--- src/hw/ecp_pkg.sv ---
// ecp_pkg: shared constants, register offsets and carrier types of the parallel port
// assumes: a single 50 MHz clock domain and a byte-wide host register port
package ecp_pkg;

  // register offsets from the port base address
  localparam logic [10:0] OFS_DATA    = 11'h000;
  localparam logic [10:0] OFS_STATUS  = 11'h001;
  localparam logic [10:0] OFS_CONTROL = 11'h002;
  localparam logic [10:0] OFS_FIFO    = 11'h400;
  localparam logic [10:0] OFS_CFGB    = 11'h401;
  localparam logic [10:0] OFS_ECR     = 11'h402;

  // mode field encodings
  localparam logic [2:0] MODE_STD    = 3'h0;
  localparam logic [2:0] MODE_BIDIR  = 3'h1;
  localparam logic [2:0] MODE_COMPAT = 3'h2;
  localparam logic [2:0] MODE_EXT    = 3'h3;
  localparam logic [2:0] MODE_ENH    = 3'h4;
  localparam logic [2:0] MODE_TEST   = 3'h6;
  localparam logic [2:0] MODE_CONFIG = 3'h7;

  // reset values and fixed read values
  localparam logic [5:0] CONTROL_RST = 6'h00;
  localparam logic [7:0] DATA_RST    = 8'h00;
  localparam logic [2:0] MODE_RST    = 3'h0;
  localparam logic [2:0] ECR_LOW_RST = 3'h0;
  localparam logic [7:0] CFGA_VALUE  = 8'h10;

  // control register field positions
  localparam int CTL_STROBE = 0;
  localparam int CTL_AUTOFD = 1;
  localparam int CTL_INIT   = 2;
  localparam int CTL_SELIN  = 3;
  localparam int CTL_DIR    = 5;

  // buffer geometry and decompression limit
  localparam int         WORD_W     = 8;
  localparam int         FIFO_DEPTH = 16;
  localparam int         FIFO_AW    = 4;
  localparam int         FIFO_W     = 9;
  localparam logic [6:0] RLE_MAX    = 7'h3f;

  typedef enum logic [2:0] {
    fwd_idle, fwd_load, fwd_strobe, rev_wait, rev_ack, rev_expand
  } link_state_t;

  typedef struct packed {
    logic        wr;
    logic        rd;
    logic        dma_ack;
    logic [10:0] addr;
    logic [7:0]  wdata;
  } bus_req_t;

  typedef struct packed {
    logic [7:0] pd;
    logic       nack;
    logic       busy;
    logic       perror;
    logic       select;
    logic       nfault;
  } pin_in_t;

  typedef struct packed {
    logic [7:0] pd;
    logic       pd_oe;
    logic       nstrobe;
    logic       nautofd;
    logic       ninit;
    logic       nselectin;
  } pin_out_t;

endpackage : ecp_pkg

--- src/hw/byte_store.sv ---
// byte_store: small buffer memory with a registered read port
// assumes: caller never reads and writes the same word in one cycle
`timescale 1ns/10ps
module byte_store #(
  parameter int W     = 9,
  parameter int DEPTH = 16,
  parameter int AW    = 4
) (
  // clock, reset, enable
  input  wire logic          clk_sys_i,
  input  wire logic          rst_n_i,
  input  wire logic          ce_i,
  // write port
  input  wire logic          wr_en_i,
  input  wire logic [AW-1:0] wr_addr_i,
  input  wire logic [W-1:0]  wr_data_i,
  // read port
  input  wire logic          rd_en_i,
  input  wire logic [AW-1:0] rd_addr_i,
  output logic      [W-1:0]  rd_data_o
);
  logic [W-1:0] mem [DEPTH];

  always_ff @(posedge clk_sys_i) begin
    if (ce_i && wr_en_i) begin
      mem[wr_addr_i] <= wr_data_i;
    end
  end

  always_ff @(posedge clk_sys_i or negedge rst_n_i) begin
    if (!rst_n_i) begin
      rd_data_o <= '0;
    end else if (ce_i && rd_en_i) begin
      rd_data_o <= mem[rd_addr_i];
    end
  end
endmodule : byte_store

--- src/hw/fifo_level.sv ---
// fifo_level: pointers and occupancy of the shared buffer
// assumes: push is ignored when full, pop is ignored when empty
`timescale 1ns/10ps
module fifo_level #(
  parameter int DEPTH = 16,
  parameter int AW    = 4
) (
  // clock, reset, enable
  input  wire logic          clk_sys_i,
  input  wire logic          rst_n_i,
  input  wire logic          ce_i,
  // requests
  input  wire logic          push_i,
  input  wire logic          pop_i,
  input  wire logic          flush_i,
  // state
  output logic      [AW-1:0] wr_ptr_o,
  output logic      [AW-1:0] rd_ptr_o,
  output logic      [AW:0]   count_o,
  output logic               full_o,
  output logic               empty_o
);
  typedef struct packed {
    logic [AW-1:0] wr;
    logic [AW-1:0] rd;
    logic [AW:0]   cnt;
  } lvl_t;

  lvl_t s;
  lvl_t next_s;
  logic do_push;
  logic do_pop;

  assign full_o   = (s.cnt == (AW+1)'(DEPTH));
  assign empty_o  = (s.cnt == '0);
  assign do_push  = push_i && !full_o;
  assign do_pop   = pop_i && !empty_o;
  assign wr_ptr_o = s.wr;
  assign rd_ptr_o = s.rd;
  assign count_o  = s.cnt;

  always_comb begin
    next_s = s;
    if (flush_i) begin
      next_s = '0;
    end else begin
      if (do_push) next_s.wr = s.wr + 1'b1;
      if (do_pop) next_s.rd = s.rd + 1'b1;
      next_s.cnt = s.cnt + (AW+1)'(do_push) - (AW+1)'(do_pop);
    end
  end

  always_ff @(posedge clk_sys_i or negedge rst_n_i) begin
    if (!rst_n_i) begin
      s <= '0;
    end else if (ce_i) begin
      s <= next_s;
    end
  end

  chk_level_bound: assert property (@(posedge clk_sys_i) disable iff (!rst_n_i)
    s.cnt <= (AW+1)'(DEPTH)) else $error("buffer count above depth");

  chk_level_track: assert property (@(posedge clk_sys_i) disable iff (!rst_n_i)
    ce_i && !flush_i && push_i && !pop_i && !full_o |=> count_o == $past(count_o) + 1'b1)
    else $error("push did not raise the count");
endmodule : fifo_level

--- src/hw/ecp_port.sv ---
// ecp_port: multi-mode parallel port with extended capabilities transfer engine
// assumes: pin inputs synchronous to clk_sys_i; register strobes are one-cycle pulses
`timescale 1ns/10ps
//
// Contract
// - one shared sixteen-byte buffer for the buffered modes, unused in standard and bidirectional modes
// - every port word is eight bits
// - reverse run-length count repeats next data byte
// - count expands up to 64:1, forward compression absent
// - forward word and strobe driven on the same edge, busy interlocked
// - host ack requests reverse byte, interlocked with ack
// - forward host ack marks command or data
// - in buffered modes, drive data lines only while forward acknowledged; standard and bidirectional modes ignore the answer
// - half duplex, never both directions at once
// - no negotiation, DMA burst channel both ways
// - compatibility buffer writes strobe automatically
// - status, control, extended control in all modes
// - config B reports IRQ and DMA selections
// - init low turns reverse, select-in stays high
// - three-bit mode field selects port behaviour
module ecp_port (
  // clock, reset, enable
  input  wire logic              clk_sys_i,
  input  wire logic              rst_n_i,
  input  wire logic              ce_i,
  // host register port
  input  wire ecp_pkg::bus_req_t bus_i,
  output logic            [7:0]  rdata_o,
  output logic                   rd_valid_o,
  output logic                   dma_req_o,
  // configuration selections
  input  wire logic       [2:0]  irq_sel_i,
  input  wire logic       [2:0]  dma_sel_i,
  input  wire logic              irq_level_i,
  // peripheral pins
  input  wire ecp_pkg::pin_in_t  pin_i,
  output ecp_pkg::pin_out_t      pin_o
);
  typedef struct packed {
    logic [7:0]           port_data_latch;
    logic [5:0]           device_control;
    logic [2:0]           mode;
    logic                 fault_irq_allow_n;
    logic                 dma_allow;
    logic                 service_request_flag;
    logic                 compress;
    ecp_pkg::link_state_t link;
    logic [6:0]           rle_cnt;
    logic                 rle_armed;
    logic [7:0]           rle_byte;
    logic [7:0]           pd_out;
    logic                 tag;
    logic                 rd_pend;
    logic                 rd_fifo;
    logic [7:0]           rd_hold;
    logic                 rd_valid;
    logic [7:0]           rdata;
  } state_t;

  state_t s;
  state_t next_s;

  logic [ecp_pkg::FIFO_W-1:0]  push_data;
  logic [ecp_pkg::FIFO_W-1:0]  mem_q;
  logic [ecp_pkg::FIFO_AW-1:0] wr_ptr;
  logic [ecp_pkg::FIFO_AW-1:0] rd_ptr;
  logic                        push;
  logic                        pop;
  logic                        flush;
  logic                        full;
  logic                        empty;
  logic [10:0]                 addr;
  logic                        dir_rev;
  logic                        fifo_mode;
  logic                        fwd_ok;
  logic                        rev_ok;
  logic                        in_rev;

  // dma acknowledge always targets the buffer window
  assign addr      = bus_i.dma_ack ? ecp_pkg::OFS_FIFO : bus_i.addr;
  assign dir_rev   = s.device_control[ecp_pkg::CTL_DIR];
  assign fifo_mode = (s.mode == ecp_pkg::MODE_COMPAT) || (s.mode == ecp_pkg::MODE_EXT)
                     || (s.mode == ecp_pkg::MODE_TEST) || (s.mode == ecp_pkg::MODE_CONFIG);
  // engine runs one direction only, chosen by direction bit and peripheral answer
  assign fwd_ok = !dir_rev && pin_i.perror && ((s.mode == ecp_pkg::MODE_COMPAT)
                  || (s.mode == ecp_pkg::MODE_EXT));
  assign rev_ok = dir_rev && !pin_i.perror && (s.mode == ecp_pkg::MODE_EXT);
  assign in_rev = s.link inside {ecp_pkg::rev_wait, ecp_pkg::rev_ack, ecp_pkg::rev_expand};

  byte_store #(
    .W     (ecp_pkg::FIFO_W),
    .DEPTH (ecp_pkg::FIFO_DEPTH),
    .AW    (ecp_pkg::FIFO_AW)
  ) u_store (
    .clk_sys_i (clk_sys_i),
    .rst_n_i   (rst_n_i),
    .ce_i      (ce_i),
    .wr_en_i   (push && !full),
    .wr_addr_i (wr_ptr),
    .wr_data_i (push_data),
    .rd_en_i   (pop && !empty),
    .rd_addr_i (rd_ptr),
    .rd_data_o (mem_q)
  );

  fifo_level #(
    .DEPTH (ecp_pkg::FIFO_DEPTH),
    .AW    (ecp_pkg::FIFO_AW)
  ) u_level (
    .clk_sys_i (clk_sys_i),
    .rst_n_i   (rst_n_i),
    .ce_i      (ce_i),
    .push_i    (push),
    .pop_i     (pop),
    .flush_i   (flush),
    .wr_ptr_o  (wr_ptr),
    .rd_ptr_o  (rd_ptr),
    .count_o   (),
    .full_o    (full),
    .empty_o   (empty)
  );

  always_comb begin
    next_s    = s;
    push      = 1'b0;
    pop       = 1'b0;
    flush     = 1'b0;
    push_data = '0;
    next_s.rd_pend  = 1'b0;
    next_s.rd_valid = s.rd_pend;
    if (s.rd_pend) begin
      next_s.rdata = s.rd_fifo ? mem_q[7:0] : s.rd_hold;
    end

    // register writes
    if (bus_i.wr) begin
      case (addr)
        ecp_pkg::OFS_DATA: begin
          if (s.mode == ecp_pkg::MODE_STD || s.mode == ecp_pkg::MODE_BIDIR) begin
            next_s.port_data_latch = bus_i.wdata;
          end else if (s.mode == ecp_pkg::MODE_EXT && !dir_rev) begin
            push      = 1'b1;
            push_data = {1'b1, bus_i.wdata};
          end
        end
        ecp_pkg::OFS_CONTROL: next_s.device_control = bus_i.wdata[5:0];
        ecp_pkg::OFS_FIFO: begin
          if (s.mode == ecp_pkg::MODE_COMPAT || s.mode == ecp_pkg::MODE_TEST
              || (s.mode == ecp_pkg::MODE_EXT && !dir_rev)) begin
            push      = 1'b1;
            push_data = {1'b0, bus_i.wdata};
          end
        end
        ecp_pkg::OFS_CFGB: begin
          if (s.mode == ecp_pkg::MODE_CONFIG) next_s.compress = bus_i.wdata[7];
        end
        ecp_pkg::OFS_ECR: begin
          next_s.mode                 = bus_i.wdata[7:5];
          next_s.fault_irq_allow_n    = bus_i.wdata[4];
          next_s.dma_allow            = bus_i.wdata[3];
          next_s.service_request_flag = bus_i.wdata[2];
          // switching to the standard or bidirectional mode discards stale bytes
          flush = (bus_i.wdata[7:5] == ecp_pkg::MODE_STD)
                  || (bus_i.wdata[7:5] == ecp_pkg::MODE_BIDIR);
        end
        default: ;
      endcase
    end

    // register reads, answered two cycles after the strobe
    if (bus_i.rd) begin
      next_s.rd_pend = 1'b1;
      next_s.rd_fifo = 1'b0;
      next_s.rd_hold = 8'h00;
      case (addr)
        ecp_pkg::OFS_DATA: next_s.rd_hold = pin_i.pd;
        ecp_pkg::OFS_STATUS: next_s.rd_hold = {!pin_i.busy, pin_i.nack, pin_i.perror,
                                               pin_i.select, pin_i.nfault, 3'h0};
        ecp_pkg::OFS_CONTROL: next_s.rd_hold = {2'h0, s.device_control};
        ecp_pkg::OFS_FIFO: begin
          if (s.mode == ecp_pkg::MODE_CONFIG) begin
            next_s.rd_hold = ecp_pkg::CFGA_VALUE;
          end else if (s.mode == ecp_pkg::MODE_TEST
                       || (s.mode == ecp_pkg::MODE_EXT && dir_rev)) begin
            pop            = 1'b1;
            next_s.rd_fifo = 1'b1;
          end
        end
        ecp_pkg::OFS_CFGB: begin
          if (s.mode == ecp_pkg::MODE_CONFIG) begin
            next_s.rd_hold = {s.compress, irq_level_i, irq_sel_i, dma_sel_i};
          end
        end
        ecp_pkg::OFS_ECR: next_s.rd_hold = {s.mode, s.fault_irq_allow_n, s.dma_allow,
                                            s.service_request_flag, full, empty};
        default: ;
      endcase
    end

    // transfer engine
    case (s.link)
      ecp_pkg::fwd_idle: begin
        if (fwd_ok && !empty && !pin_i.busy) begin
          pop         = 1'b1;
          next_s.link = ecp_pkg::fwd_load;
        end else if (rev_ok) begin
          next_s.link = ecp_pkg::rev_wait;
        end
      end
      ecp_pkg::fwd_load: begin
        next_s.pd_out = mem_q[7:0];
        next_s.tag    = mem_q[8];
        next_s.link   = ecp_pkg::fwd_strobe;
      end
      ecp_pkg::fwd_strobe: begin
        if (pin_i.busy) next_s.link = ecp_pkg::fwd_idle;
      end
      ecp_pkg::rev_wait: begin
        if (!rev_ok) begin
          next_s.link = ecp_pkg::fwd_idle;
        end else if (!full && !pin_i.nack) begin
          next_s.link = ecp_pkg::rev_ack;
          if (!pin_i.busy && !pin_i.pd[7]) begin
            // run-length count, clamped to the 64:1 limit
            next_s.rle_cnt   = (pin_i.pd[6:0] > ecp_pkg::RLE_MAX) ? ecp_pkg::RLE_MAX
                               : pin_i.pd[6:0];
            next_s.rle_armed = 1'b1;
          end else if (pin_i.busy && s.rle_armed) begin
            next_s.rle_byte  = pin_i.pd;
            next_s.rle_armed = 1'b0;
            push             = 1'b1;
            push_data        = {1'b0, pin_i.pd};
          end else begin
            push      = 1'b1;
            push_data = {!pin_i.busy, pin_i.pd};
          end
        end
      end
      ecp_pkg::rev_ack: begin
        if (pin_i.nack) begin
          // first copy already stored, a count of zero means no extra copies
          next_s.link = (s.rle_cnt != 7'h00 && !s.rle_armed) ? ecp_pkg::rev_expand
                        : ecp_pkg::rev_wait;
        end
      end
      ecp_pkg::rev_expand: begin
        if (!full) begin
          push           = 1'b1;
          push_data      = {1'b0, s.rle_byte};
          next_s.rle_cnt = s.rle_cnt - 7'h01;
          if (s.rle_cnt == 7'h01) next_s.link = ecp_pkg::rev_wait;
        end
      end
      default: next_s.link = ecp_pkg::fwd_idle;
    endcase
  end

  always_ff @(posedge clk_sys_i or negedge rst_n_i) begin
    if (!rst_n_i) begin
      s                      <= '0;
      s.port_data_latch      <= ecp_pkg::DATA_RST;
      s.device_control       <= ecp_pkg::CONTROL_RST;
      s.mode                 <= ecp_pkg::MODE_RST;
      s.service_request_flag <= ecp_pkg::ECR_LOW_RST[0];
      s.link                 <= ecp_pkg::fwd_idle;
    end else if (ce_i) begin
      s <= next_s;
    end
  end

  // pins and answers
  assign rdata_o    = s.rdata;
  assign rd_valid_o = s.rd_valid;
  assign dma_req_o  = s.dma_allow && ((fwd_ok && !full) || (rev_ok && !empty));

  always_comb begin
    pin_o.pd = (s.mode == ecp_pkg::MODE_STD || s.mode == ecp_pkg::MODE_BIDIR)
               ? s.port_data_latch : s.pd_out;
    case (s.mode)
      ecp_pkg::MODE_STD:   pin_o.pd_oe = 1'b1;
      ecp_pkg::MODE_BIDIR: pin_o.pd_oe = !dir_rev;
      default:             pin_o.pd_oe = fifo_mode && !dir_rev && pin_i.perror
                                         && !in_rev;
    endcase
    pin_o.nstrobe   = (s.link == ecp_pkg::fwd_strobe) ? 1'b0
                      : !s.device_control[ecp_pkg::CTL_STROBE];
    pin_o.ninit     = s.device_control[ecp_pkg::CTL_INIT];
    pin_o.nselectin = (s.mode == ecp_pkg::MODE_EXT) ? 1'b1
                      : !s.device_control[ecp_pkg::CTL_SELIN];
    if (s.mode != ecp_pkg::MODE_EXT) begin
      pin_o.nautofd = !s.device_control[ecp_pkg::CTL_AUTOFD];
    end else if (s.link == ecp_pkg::rev_wait) begin
      pin_o.nautofd = full;
    end else if (s.link == ecp_pkg::rev_ack || s.link == ecp_pkg::rev_expand) begin
      pin_o.nautofd = 1'b1;
    end else begin
      pin_o.nautofd = !s.tag;
    end
  end

  chk_pd_drive: assert property (@(posedge clk_sys_i) disable iff (!rst_n_i)
    pin_o.pd_oe && fifo_mode |-> pin_i.perror && !dir_rev)
    else $error("data lines driven while not forward");

  chk_half_duplex: assert property (@(posedge clk_sys_i) disable iff (!rst_n_i)
    s.link inside {ecp_pkg::rev_wait, ecp_pkg::rev_ack, ecp_pkg::rev_expand}
    |-> !pin_o.pd_oe && s.link != ecp_pkg::fwd_strobe)
    else $error("forward activity during reverse");

  chk_strobe_release: assert property (@(posedge clk_sys_i) disable iff (!rst_n_i)
    ce_i && s.link == ecp_pkg::fwd_strobe && pin_i.busy |=> s.link == ecp_pkg::fwd_idle)
    else $error("strobe not released after busy");

  chk_strobe_data: assert property (@(posedge clk_sys_i) disable iff (!rst_n_i)
    s.link == ecp_pkg::fwd_strobe && $past(s.link) == ecp_pkg::fwd_strobe |-> $stable(pin_o.pd))
    else $error("data moved under strobe");

  chk_rev_request: assert property (@(posedge clk_sys_i) disable iff (!rst_n_i)
    s.mode == ecp_pkg::MODE_EXT && s.link == ecp_pkg::rev_wait && !full |-> !pin_o.nautofd)
    else $error("reverse request missing");

  chk_rle_expand: assert property (@(posedge clk_sys_i) disable iff (!rst_n_i)
    s.link == ecp_pkg::rev_expand && !full |-> push && push_data[7:0] == s.rle_byte)
    else $error("run-length byte not repeated");

  chk_hostack_tag: assert property (@(posedge clk_sys_i) disable iff (!rst_n_i)
    s.mode == ecp_pkg::MODE_EXT && s.link == ecp_pkg::fwd_strobe |-> pin_o.nautofd == !s.tag)
    else $error("forward tag not on host ack");

  chk_read_answer: assert property (@(posedge clk_sys_i)
    disable iff (!rst_n_i || !ce_i)
    bus_i.rd ##1 ce_i |=> rd_valid_o)
    else $error("read not answered in two cycles");
endmodule : ecp_port

--- config.mk ---
export PLATFORM = sky130hd
export DESIGN_NAME = ecp_port
export DESIGN_NICKNAME = d
export VERILOG_FILES = /design/src/hw/ecp_pkg.sv /design/src/hw/byte_store.sv /design/src/hw/fifo_level.sv /design/src/hw/ecp_port.sv
export SDC_FILE = /design/constraint.sdc
export NUM_CORES = 1
export LEC_CHECK = 0
export ABC_AREA = 1
export BUFFER_PORTS_ARGS = -buffer_cell sky130_fd_sc_hd__buf_2
export CAP_MARGIN = 5
export CORE_ASPECT_RATIO = 0.75
export CORE_UTILIZATION = 50
export CTS_CLUSTER_DIAMETER = 30
export DETAILED_ROUTE_END_ITERATION = 6
export GPL_TIMING_DRIVEN = 0
export PLACE_DENSITY = 0.72
export SYNTH_ARGS = -nofsm -noshare
export SYNTH_HDL_FRONTEND = slang
export SYNTH_SLANG_ARGS = --single-unit
--- constraint.sdc ---
create_clock -name clk_sys_i -period 3.2 [get_ports clk_sys_i]
set_input_delay 0.48 -clock clk_sys_i [delete_from_list [all_inputs] [get_ports clk_sys_i]]
set_output_delay 0.48 -clock clk_sys_i [all_outputs]
set_load 0.05 [all_outputs]
-- Word level (Yosys, flattened, before mapping)
Memory sizes are Yosys's and may differ from the RTL's. A register that Yosys moved wholly into a read port is not among the register bits.
Cells that the tools add are included.
Widths: inputs -> output; s select.
- add/subtract/negate cells: 5
- $lt $le $gt $ge: 1
- equal/unequal tests: 28
- multiplexer cells: 64
- bitwise logic cells: 1
- reductions and logical operators: 70
- operators by type and width (operator ; count):
    $mux 9 ; 9
    $pmux 8 s6 ; 1
    $mux 8 ; 5
    $pmux 9 s2 ; 2
    $eq 11x11->1 const B ; 3
    $mux 1 ; 24
    $logic_and 1x1->1 ; 22
    $mux 3 ; 7
    $mux 10 ; 2
    $mux 19 ; 1
    $pmux 3 s6 ; 1
    $mux 16 ; 1
    $logic_not 1->1 ; 14
    $mux 7 ; 2
    $ne 2x2->1 const B ; 7
    $pmux 7 s2 ; 1
    $mux 13 ; 1
    $eq 3x2->1 const B ; 4
    $eq 3x3->1 const B ; 4
    $reduce_and 6->1 ; 2
    $eq 11x1->1 const B ; 1
    $eq 11x2->1 const B ; 1
    $logic_not 11->1 ; 1
    $mux 11 ; 1
    other kinds (25) ; 52
- register bits: 81
- bits in writable memories: 144
- input port bits: 45
- output and inout port bits: 23
- word-level logic and storage cells: 191
- memories: 1
- memories (memory ; depth ; width ; rd ports ; clocked after Yosys merged registers in ; wr ports ; line ; RTL):
    u_store.mem ; 16 ; 9 ; 1 ; 1 ; 1 ; byte_store.sv:22 ; logic [W-1:0] mem [DEPTH];

-- Longest topological paths before layout
Gate-level depths: netlist of the first run.
- depth after elaboration: 14
- gate-level depth with buffers: 17
- depth with buffers taken out: 16

-- Hierarchy
Synthesis of the first run repeated with hierarchy kept, for this count alone.
- cell total of the unflattened synthesis: 1280
- area total of the unflattened synthesis: 11566.1 µm²
- modules (own cells, without submodules) (module ; times used ; cells an instance ; area each (µm²) ; sequential area each (µm²)):
    byte_store ; 1 ; 539 ; 6218.5 ; 4549.4
    ecp_port ; 1 ; 625 ; 4466.8 ; 1701.6
    fifo_level ; 1 ; 116 ; 880.8 ; 325.3

-- Worst setup path before layout of the first run
OpenSTA, ideal clock, no wires.
- path type: input -> register
- from: input port bus_i[10] (netlist name)
- to: register u_level.s, in the netlist u_level.count_o[4]
- setup time: 0.132 ns
- arrival: 2.645 ns
- data required time: 3.068 ns
- slack: 0.422 ns
- stages: 16
- buffers on the path: 1
- cells stage by stage: inv_1 > nand2_1 > nand2_1 > nand2_1 > nor2_1 > nand4_1 > a21oi_1 > buf_2 > ha_1 > inv_1 > ha_1 > fa_1 > a21oi_1 > o21bai_1 > o211ai_1 > o21ai_0
- word-level cells in the longest chain between the ends: 12
- elaborated cells between the ends (all ways): 22
- classes of those cells: add/sub: 2; eq/ne: 2; mux: 15; reduce/logical: 3
- ends and longest elaborated chain (element ; line ; RTL):
    start: declaration ; ecp_port.sv:27 ; input wire ecp_pkg::bus_req_t bus_i,
    $mux 11 * ; ecp_port.sv:80 ; assign addr = bus_i.dma_ack ? ecp_pkg::OFS_FIFO : bus_i.addr;
    $eq 11x11->1 or $logic_not 11->1 (tied branches) ; ecp_port.sv:137, ecp_port.sv:175 ;
    $pmux 1 s2 ; ecp_port.sv:137 ; case (addr)
    $mux 1 ; ecp_port.sv:136 ; if (bus_i.wr) begin
    $mux 1 ; ecp_port.sv:223 ; if (!pin_i.busy && !pin_i.pd[7]) begin
    $mux 1 ; ecp_port.sv:221 ; end else if (!full && !pin_i.nack) begin
    $mux 1 ; ecp_port.sv:219 ; if (!rev_ok) begin
    $pmux 1 s2 ; ecp_port.sv:201 ; case (s.link)
    $logic_and 1x1->1 ; fifo_level.sv:36 ; assign do_push = push_i && !full_o;
    $add 5x1->5 ; fifo_level.sv:49 ; next_s.cnt = s.cnt + (AW+1)'(do_push) - (AW+1)'(do_pop);
    $sub 5x1->5 ; fifo_level.sv:49 ;
    $mux 13 * ; fifo_level.sv:44 ; if (flush_i) begin
    end signal: assignment ; fifo_level.sv:57 ; s <= next_s;
    end: declaration ; fifo_level.sv:29 ; lvl_t s;
Mark *: on every way between the ends. The rest lies on a longest branch, timed or not.
A chain may end at the register's enable or synchronous reset.

-- Worst setup path after layout of the first run
- from: register s[53] (netlist name)
- to: register u_level.s, in the netlist u_level.count_o[4]
- word-level cells in the longest chain between the ends: 14
- elaborated cells between the ends (all ways): 38
- classes of those cells: add/sub: 2; eq/ne: 5; mux: 17; reduce/logical: 14
- ends and longest elaborated chain (element ; line ; RTL):
    start: declaration ; ecp_port.sv:60 ; state_t s;
    start signal: assignment ; ecp_port.sv:267 ; s <= next_s;
    $eq 3x2->1 (tied with other cells) ; n/a ;
    $logic_and 1x1->1 or $logic_or 1x1->1 (tied branches) ; ecp_port.sv:141, ecp_port.sv:149, ecp_port.sv:148 ;
    $mux 1 or $logic_or 1x1->1 (tied branches) ; ecp_port.sv:141, ecp_port.sv:149 ;
    $mux 1, on equally long branches ; ecp_port.sv:139, ecp_port.sv:148 ;
    $pmux 1 s2 ; ecp_port.sv:137 ;
    $mux 1 ; ecp_port.sv:136 ;
    $mux 1 ; ecp_port.sv:223 ;
    $mux 1 ; ecp_port.sv:221 ;
    $mux 1 ; ecp_port.sv:219 ;
    $pmux 1 s2 ; ecp_port.sv:201 ;
    $logic_and 1x1->1 ; fifo_level.sv:36 ;
    $add 5x1->5 ; fifo_level.sv:49 ;
    $sub 5x1->5 * ; fifo_level.sv:49 ;
    $mux 13 * ; fifo_level.sv:44 ;
Marked as above.

==> results.toml, run 1 <==
[setup_path]
crit_fanout = 8
critPathKind = "register to register"
critPathArrivalTime_ns = 3.50
cp-start-kind = "register"
cp_data_required_time_ns = 3.60
end_kind = "register"
r2r_cells = 15

[route]
wirelength_um = 32000
drtPass1Iterations = 6
drt_iter0_drc = 1243
vias_per_cell = 5.86
wl_met3_um = 4070
drc = 0
via_count = 9403
ant_nets = 0
wl_met2_um = 13000
avgRoutedWirePerCell_um = 19.9
met1_length_um = 14100
top_layer = "met4"

[yosys]
synth-seq-cells = 234
seq_area_frac_synth_pct = 58.9
syn_area_um2 = 11200
synthesis.instances = 1160
avgSynthCellArea_um2 = 9.62
synth.top_cell.area_share_pct = 38.7
synth_top_area_cell = "edfxtp_1"
syn-num-nets = 1219
synth-warning-count = 0
synth_edf_count = 144
synth-async-reset-ratio_pct = 38.5
synth.area.top_cells = "edfxtp_1 39%, dfrtp_1 20%, nand2_1 7.9%, o21ai_0 6.3%, nor2_1 4.2%"
synth_top_flop_cell = "edfxtp_1"
synth.distinct_cells = 43

[cells_and_area]
ff_latch_area_um2 = 6580
layout_common_cells = "236 x nand2_1, 144 x edfxtp_1, 139 x o21ai_0"
design_area_um2 = 13400
fillers = 1763
final_common_cell = "nand2_1"
multi_input_area_um2 = 4080
areaGrowthSynthToFinish_pct = 20.0
final_core_util_pct = 62.3
nets = 1345
drive_above_1_share_pct = 17.1

[timing]
final_max_slew_viol_count = 0
setup_viol = 0
finalCriticalPeriod_ns = 3.10
setup_slack_ns = 0.0996
timing.hold.ws_ns = 0.252
tns_ns = 0
fmax_mhz = 323
finClkSkew_ns = 0.0393
worst_slew_pin_slew_ns = 0.929
period_share_pct = 96.9
maxSlewHeadroom_pct = 38.0
hold_viol = 0
rsz0062_at_grt = "true"

[placement]
place_congestion = 0.964
numPortBuffers = 66
placed_cell_area_um2 = 12000
hpwl_um = 22200
dp_slack_ns = -0.286

[floorplan]
placementRows = 46
core_area_um2 = 21500
fp.dieW_um = 175
die_h_um = 131
initial_core_util_pct = 51.9
io_pins = 68
dieArea_um2 = 22900

[grt]
grt_max_degree = 71
grt_pass1_wl_um = 50400
grt_pass1_vias = 8886
grt_overflow = 0
grtUsageTotal_pct = 28.7
antenna_found_initial = 2

[power]
leakage_nw = 5.81
power_density_nw_per_um2 = 725
peakVddDrop_mv = 0.483

[clocking]
insertion_delay_ns = 0.53
cts_buffer_depth = 3
clkTransAtPathRegs_ns = 0.05
cts_tree = "done"
cts_buffers = 39
cts-root-buf = "clkbuf_16"
numClockSinks = 234
h-tree-depth = 2

[min_path]
whs_path_depth = 3
hp-class = "input pin to register"

[job]
maxCapViolations = 0

[status]
outcome = "complete, no violations"
flip-flops by register name (all words and copies together), names as in the netlist:
signal and cells:
u_store.mem 144, rdata_o 8, pin_o 1, u_level.rd_ptr_o 4, next_s 1, rd_valid_o 1
dir_rev 1, u_store.rd_data_o 9, u_level.count_o 5, s 56, u_level.wr_ptr_o 4
cell families after synthesis:
logic type | Yosys count | synth area share, %
fa+ha+maj | 14 | 1.64
compound gates | 245 | 12.7
flops | 234 | 58.9
mux | 13 | 1.34
simple gates | 506 | 19.5
buf+inv | 141 | 5.33
xor+xnor | 7 | 0.549
per-layer routing:
layer / track usage [%] / vias to the layer above
met5: 0 / -
met4: 8.70 / 0
met3: 9.00 / 85
met2: 38.9 / 514
met1: 43.4 / 4498
li1: - / 4306
final cells by class:
class | instances | area share [%]
flip-flops and latches | 234 | 49.1
multi-input cells | 785 | 30.4
clock buffers | 46 | 7.79
repair buffers | 86 | 3.69
well taps | 288 | 2.69
inverters | 87 | 2.46
plain buffers | 53 | 2.03
clock inverters | 25 | 1.82
diodes | 1 | 0.0187
power breakdown:
group	leakage [nW]	switching [mW]	internal [mW]
registers	2.74	0.160	3.39
clock network	0.632	1.47	2.59
logic	2.44	1.47	0.630
final timing paths:
check,to,slack [ns],from
max in group asynchronous,s[16]$_DFFE_PN0P_,2.13,rst_n_i
hold / removal,s[53]$_DFFE_PN0P_,0.25,bus_i[7]
setup / recovery,u_level.count_o[4]$_DFFE_PN0P_,0.1,s[53]$_DFFE_PN0P_
min in group asynchronous,s[38]$_DFFE_PN0P_,0.42,rst_n_i
setup reg to reg,u_level.count_o[4]$_DFFE_PN0P_,0.1,s[53]$_DFFE_PN0P_
hold reg to reg,next_s[8]$_DFFE_PN0P_,0.48,next_s[8]$_DFFE_PN0P_
synth_stat cells (10+ instances only):
master and n:
a21oi_1 33, buf_4 10, clkbuf_1 34, dfrtp_1 90, edfxtp_1 144, ha_1 13, inv_1 73, mux2_2 12
nand2_1 236, nand3_1 87, nand4_1 13, nor2_1 126, nor3_1 22, o211ai_1 13, o21ai_0 140, o221ai_1 27
o22ai_1 10
worst max-delay path, cell delays in order, from the launching register on:
cell and delay, ns:
dfrtp_1 0.46, inv_2 0.14, nand3_2 0.14, o22ai_2 0.20
nand4_1 0.17, a21oi_2 0.30, buf_6 0.18, ha_1 0.13
inv_1 0.04, ha_1 0.23, fa_2 0.38, a21oi_1 0.16
o21bai_1 0.10, a21oi_1 0.13, o211ai_1 0.10, o21ai_1 0.11
repair_timing:
| item | CTS | global route |
|---|---|---|
| hold buffers | 1 | 0 |
| setup endpoints to repair | 2 | 12 |
| hold endpoints to repair | 20 | 0 |
| gates resized for setup | 4 | 11 |
| buffers inserted | 1 | 7 |
| gates cloned | 0 | 0 |
| pin swaps | 2 | 2 |
through the flow:
| step | cells | power [mW] |
|---|---|---|
| finish | 1605 | 9.71 |
| floorplan | 1160 | 5.00 |
| CTS | 1597 | 9.69 |
| global placement | 1514 | 5.57 |
| detailed placement | 1524 | 5.62 |
| global route | 1604 | 10.2 |
Power figures use the tool's default switching activity.
==> run 2: changes to the inputs <==
Settings changed: REMOVE_ABC_BUFFERS set to 1, SKIP_CTS_REPAIR_TIMING set to 1.
==> results.toml, run 2 (synthesis results as in run 1) <==
[clocking]
clkTransAtPathRegs_ns = 0.05
cts_buffer_depth = 3
cts_buffers = 39
insertion_delay_ns = 0.54
h-tree-depth = 2
cts_tree = "done"
numClockSinks = 234
cts-root-buf = "clkbuf_16"

[grt]
antenna_found_initial = 1
grt_pass1_wl_um = 45400
grt_overflow = 0
grt_pass1_vias = 8342
grtUsageTotal_pct = 25.7
grt_max_degree = 74

[floorplan]
core_area_um2 = 21500
fp.dieW_um = 175
initial_core_util_pct = 51.9
die_h_um = 131
placementRows = 46
io_pins = 68
dieArea_um2 = 22900

[cells_and_area]
final_common_cell = "nand2_1"
layout_common_cells = "236 x nand2_1, 144 x edfxtp_1, 140 x o21ai_0"
drive_above_1_share_pct = 17.6
reg_top3 = "u_store.mem (144), s (56), u_store.rd_data_o (9)"
antennaDiodeCount = 0
areaGrowthSynthToFinish_pct = 20.1
nets = 1297
fillers = 1746
regMostFlops = "u_store.mem"
final_core_util_pct = 62.3
largest_reg_flops = 144
stdcell_count = 1557

[route]
via_count = 9117
drc = 0
drt_iter0_drc = 1244
wirelength_um = 30100
vias_per_cell = 5.86
ant_nets = 0
drtPass1Iterations = 5
avgRoutedWirePerCell_um = 19.3

[setup_path]
critPathArrivalTime_ns = 3.46
end_kind = "register"
critPathKind = "register to register"
cp-start-kind = "register"
r2r_setup_slack_ns = 0.09
cp_data_required_time_ns = 3.56
crit_fanout = 6

[power]
leakage_nw = 5.86
power_density_nw_per_um2 = 719
peakVddDrop_mv = 0.643
finalPower_mw = 9.64

[placement]
numPortBuffers = 67
place_congestion = 0.969
place_inst = 1473
dp_slack_ns = -0.643
hpwl_um = 19600

[timing]
finalCriticalPeriod_ns = 3.11
setup_slack_ns = 0.0919
setup_viol = 0
maxSlewHeadroom_pct = 36.2
hold_viol = 0
final_max_slew_viol_count = 0
finClkSkew_ns = 0.0334
tns_ns = 0
period_share_pct = 97.1
fmax_mhz = 322
worst_slew_pin_slew_ns = 0.957

[status]
outcome = "complete, no violations"

[job]
maxCapViolations = 0

[min_path]
hp-class = "input pin to register"
==> run 2: per-stage QoR <==
step,hold slack (ns),cell area [um^2]
after floorplan,0.184,10900
after global placement,0.456,11600
after detailed placement,0.401,11700
after CTS,-0.142,13000
after global routing,0.244,13400
final,0.245,13400
==> run 2: layer usage <==
layer  vias up  GRT usage, %  part of all wire (%)
li1       4213             -                     -
met1      4365          39.3                    44
met2       487          35.9                    43
met3        50          6.48                    12
met4         2          7.29                   1.7
met5         -             0                 0.043
==> run 2: cell type report <==
type	instances	area, um^2	area share [%]
flip-flops and latches	234	6580	49.1
multi-input cells	786	4230	31.6
clock buffers	46	1030	7.70
repair buffers	90	583	4.35
well taps	288	360	2.69
inverters	87	333	2.48
clock inverters	26	288	2.15
==> run 2: path summary, 6_finish.rpt <==
check                                           start                               to  cells past startpoint
worst min register to register  next_s[8]$_DFFE_PN0P_            next_s[8]$_DFFE_PN0P_                      2
worst max-delay path                s[53]$_DFFE_PN0P_   u_level.count_o[4]$_DFFE_PN0P_                     13
max in group asynchronous                     rst_n_i  u_level.rd_ptr_o[1]$_DFFE_PN0P_                      3
min in group asynchronous                     rst_n_i  u_level.wr_ptr_o[2]$_DFFE_PN0P_                      2
worst min-delay path                         bus_i[7]                s[53]$_DFFE_PN0P_                      3
worst max register to register      s[53]$_DFFE_PN0P_   u_level.count_o[4]$_DFFE_PN0P_                     13
==> run 2: power breakdown <==
group	internal, mW	switching, mW
Combinational	0.593	1.34
Sequential	3.39	0.209
Clock	2.59	1.52
==> run 2: worst max-delay path, cell delays in order (launching register included) <==
cell      delay [ns]
dfrtp_1         0.46
inv_2           0.14
nand3_1         0.17
o22ai_1         0.26
nand4_1         0.23
a21oi_4         0.26
ha_1            0.17
inv_1           0.04
ha_1            0.23
fa_1            0.44
a21oi_1         0.16
o21bai_1        0.10
o211ai_1        0.18
o21ai_0         0.11
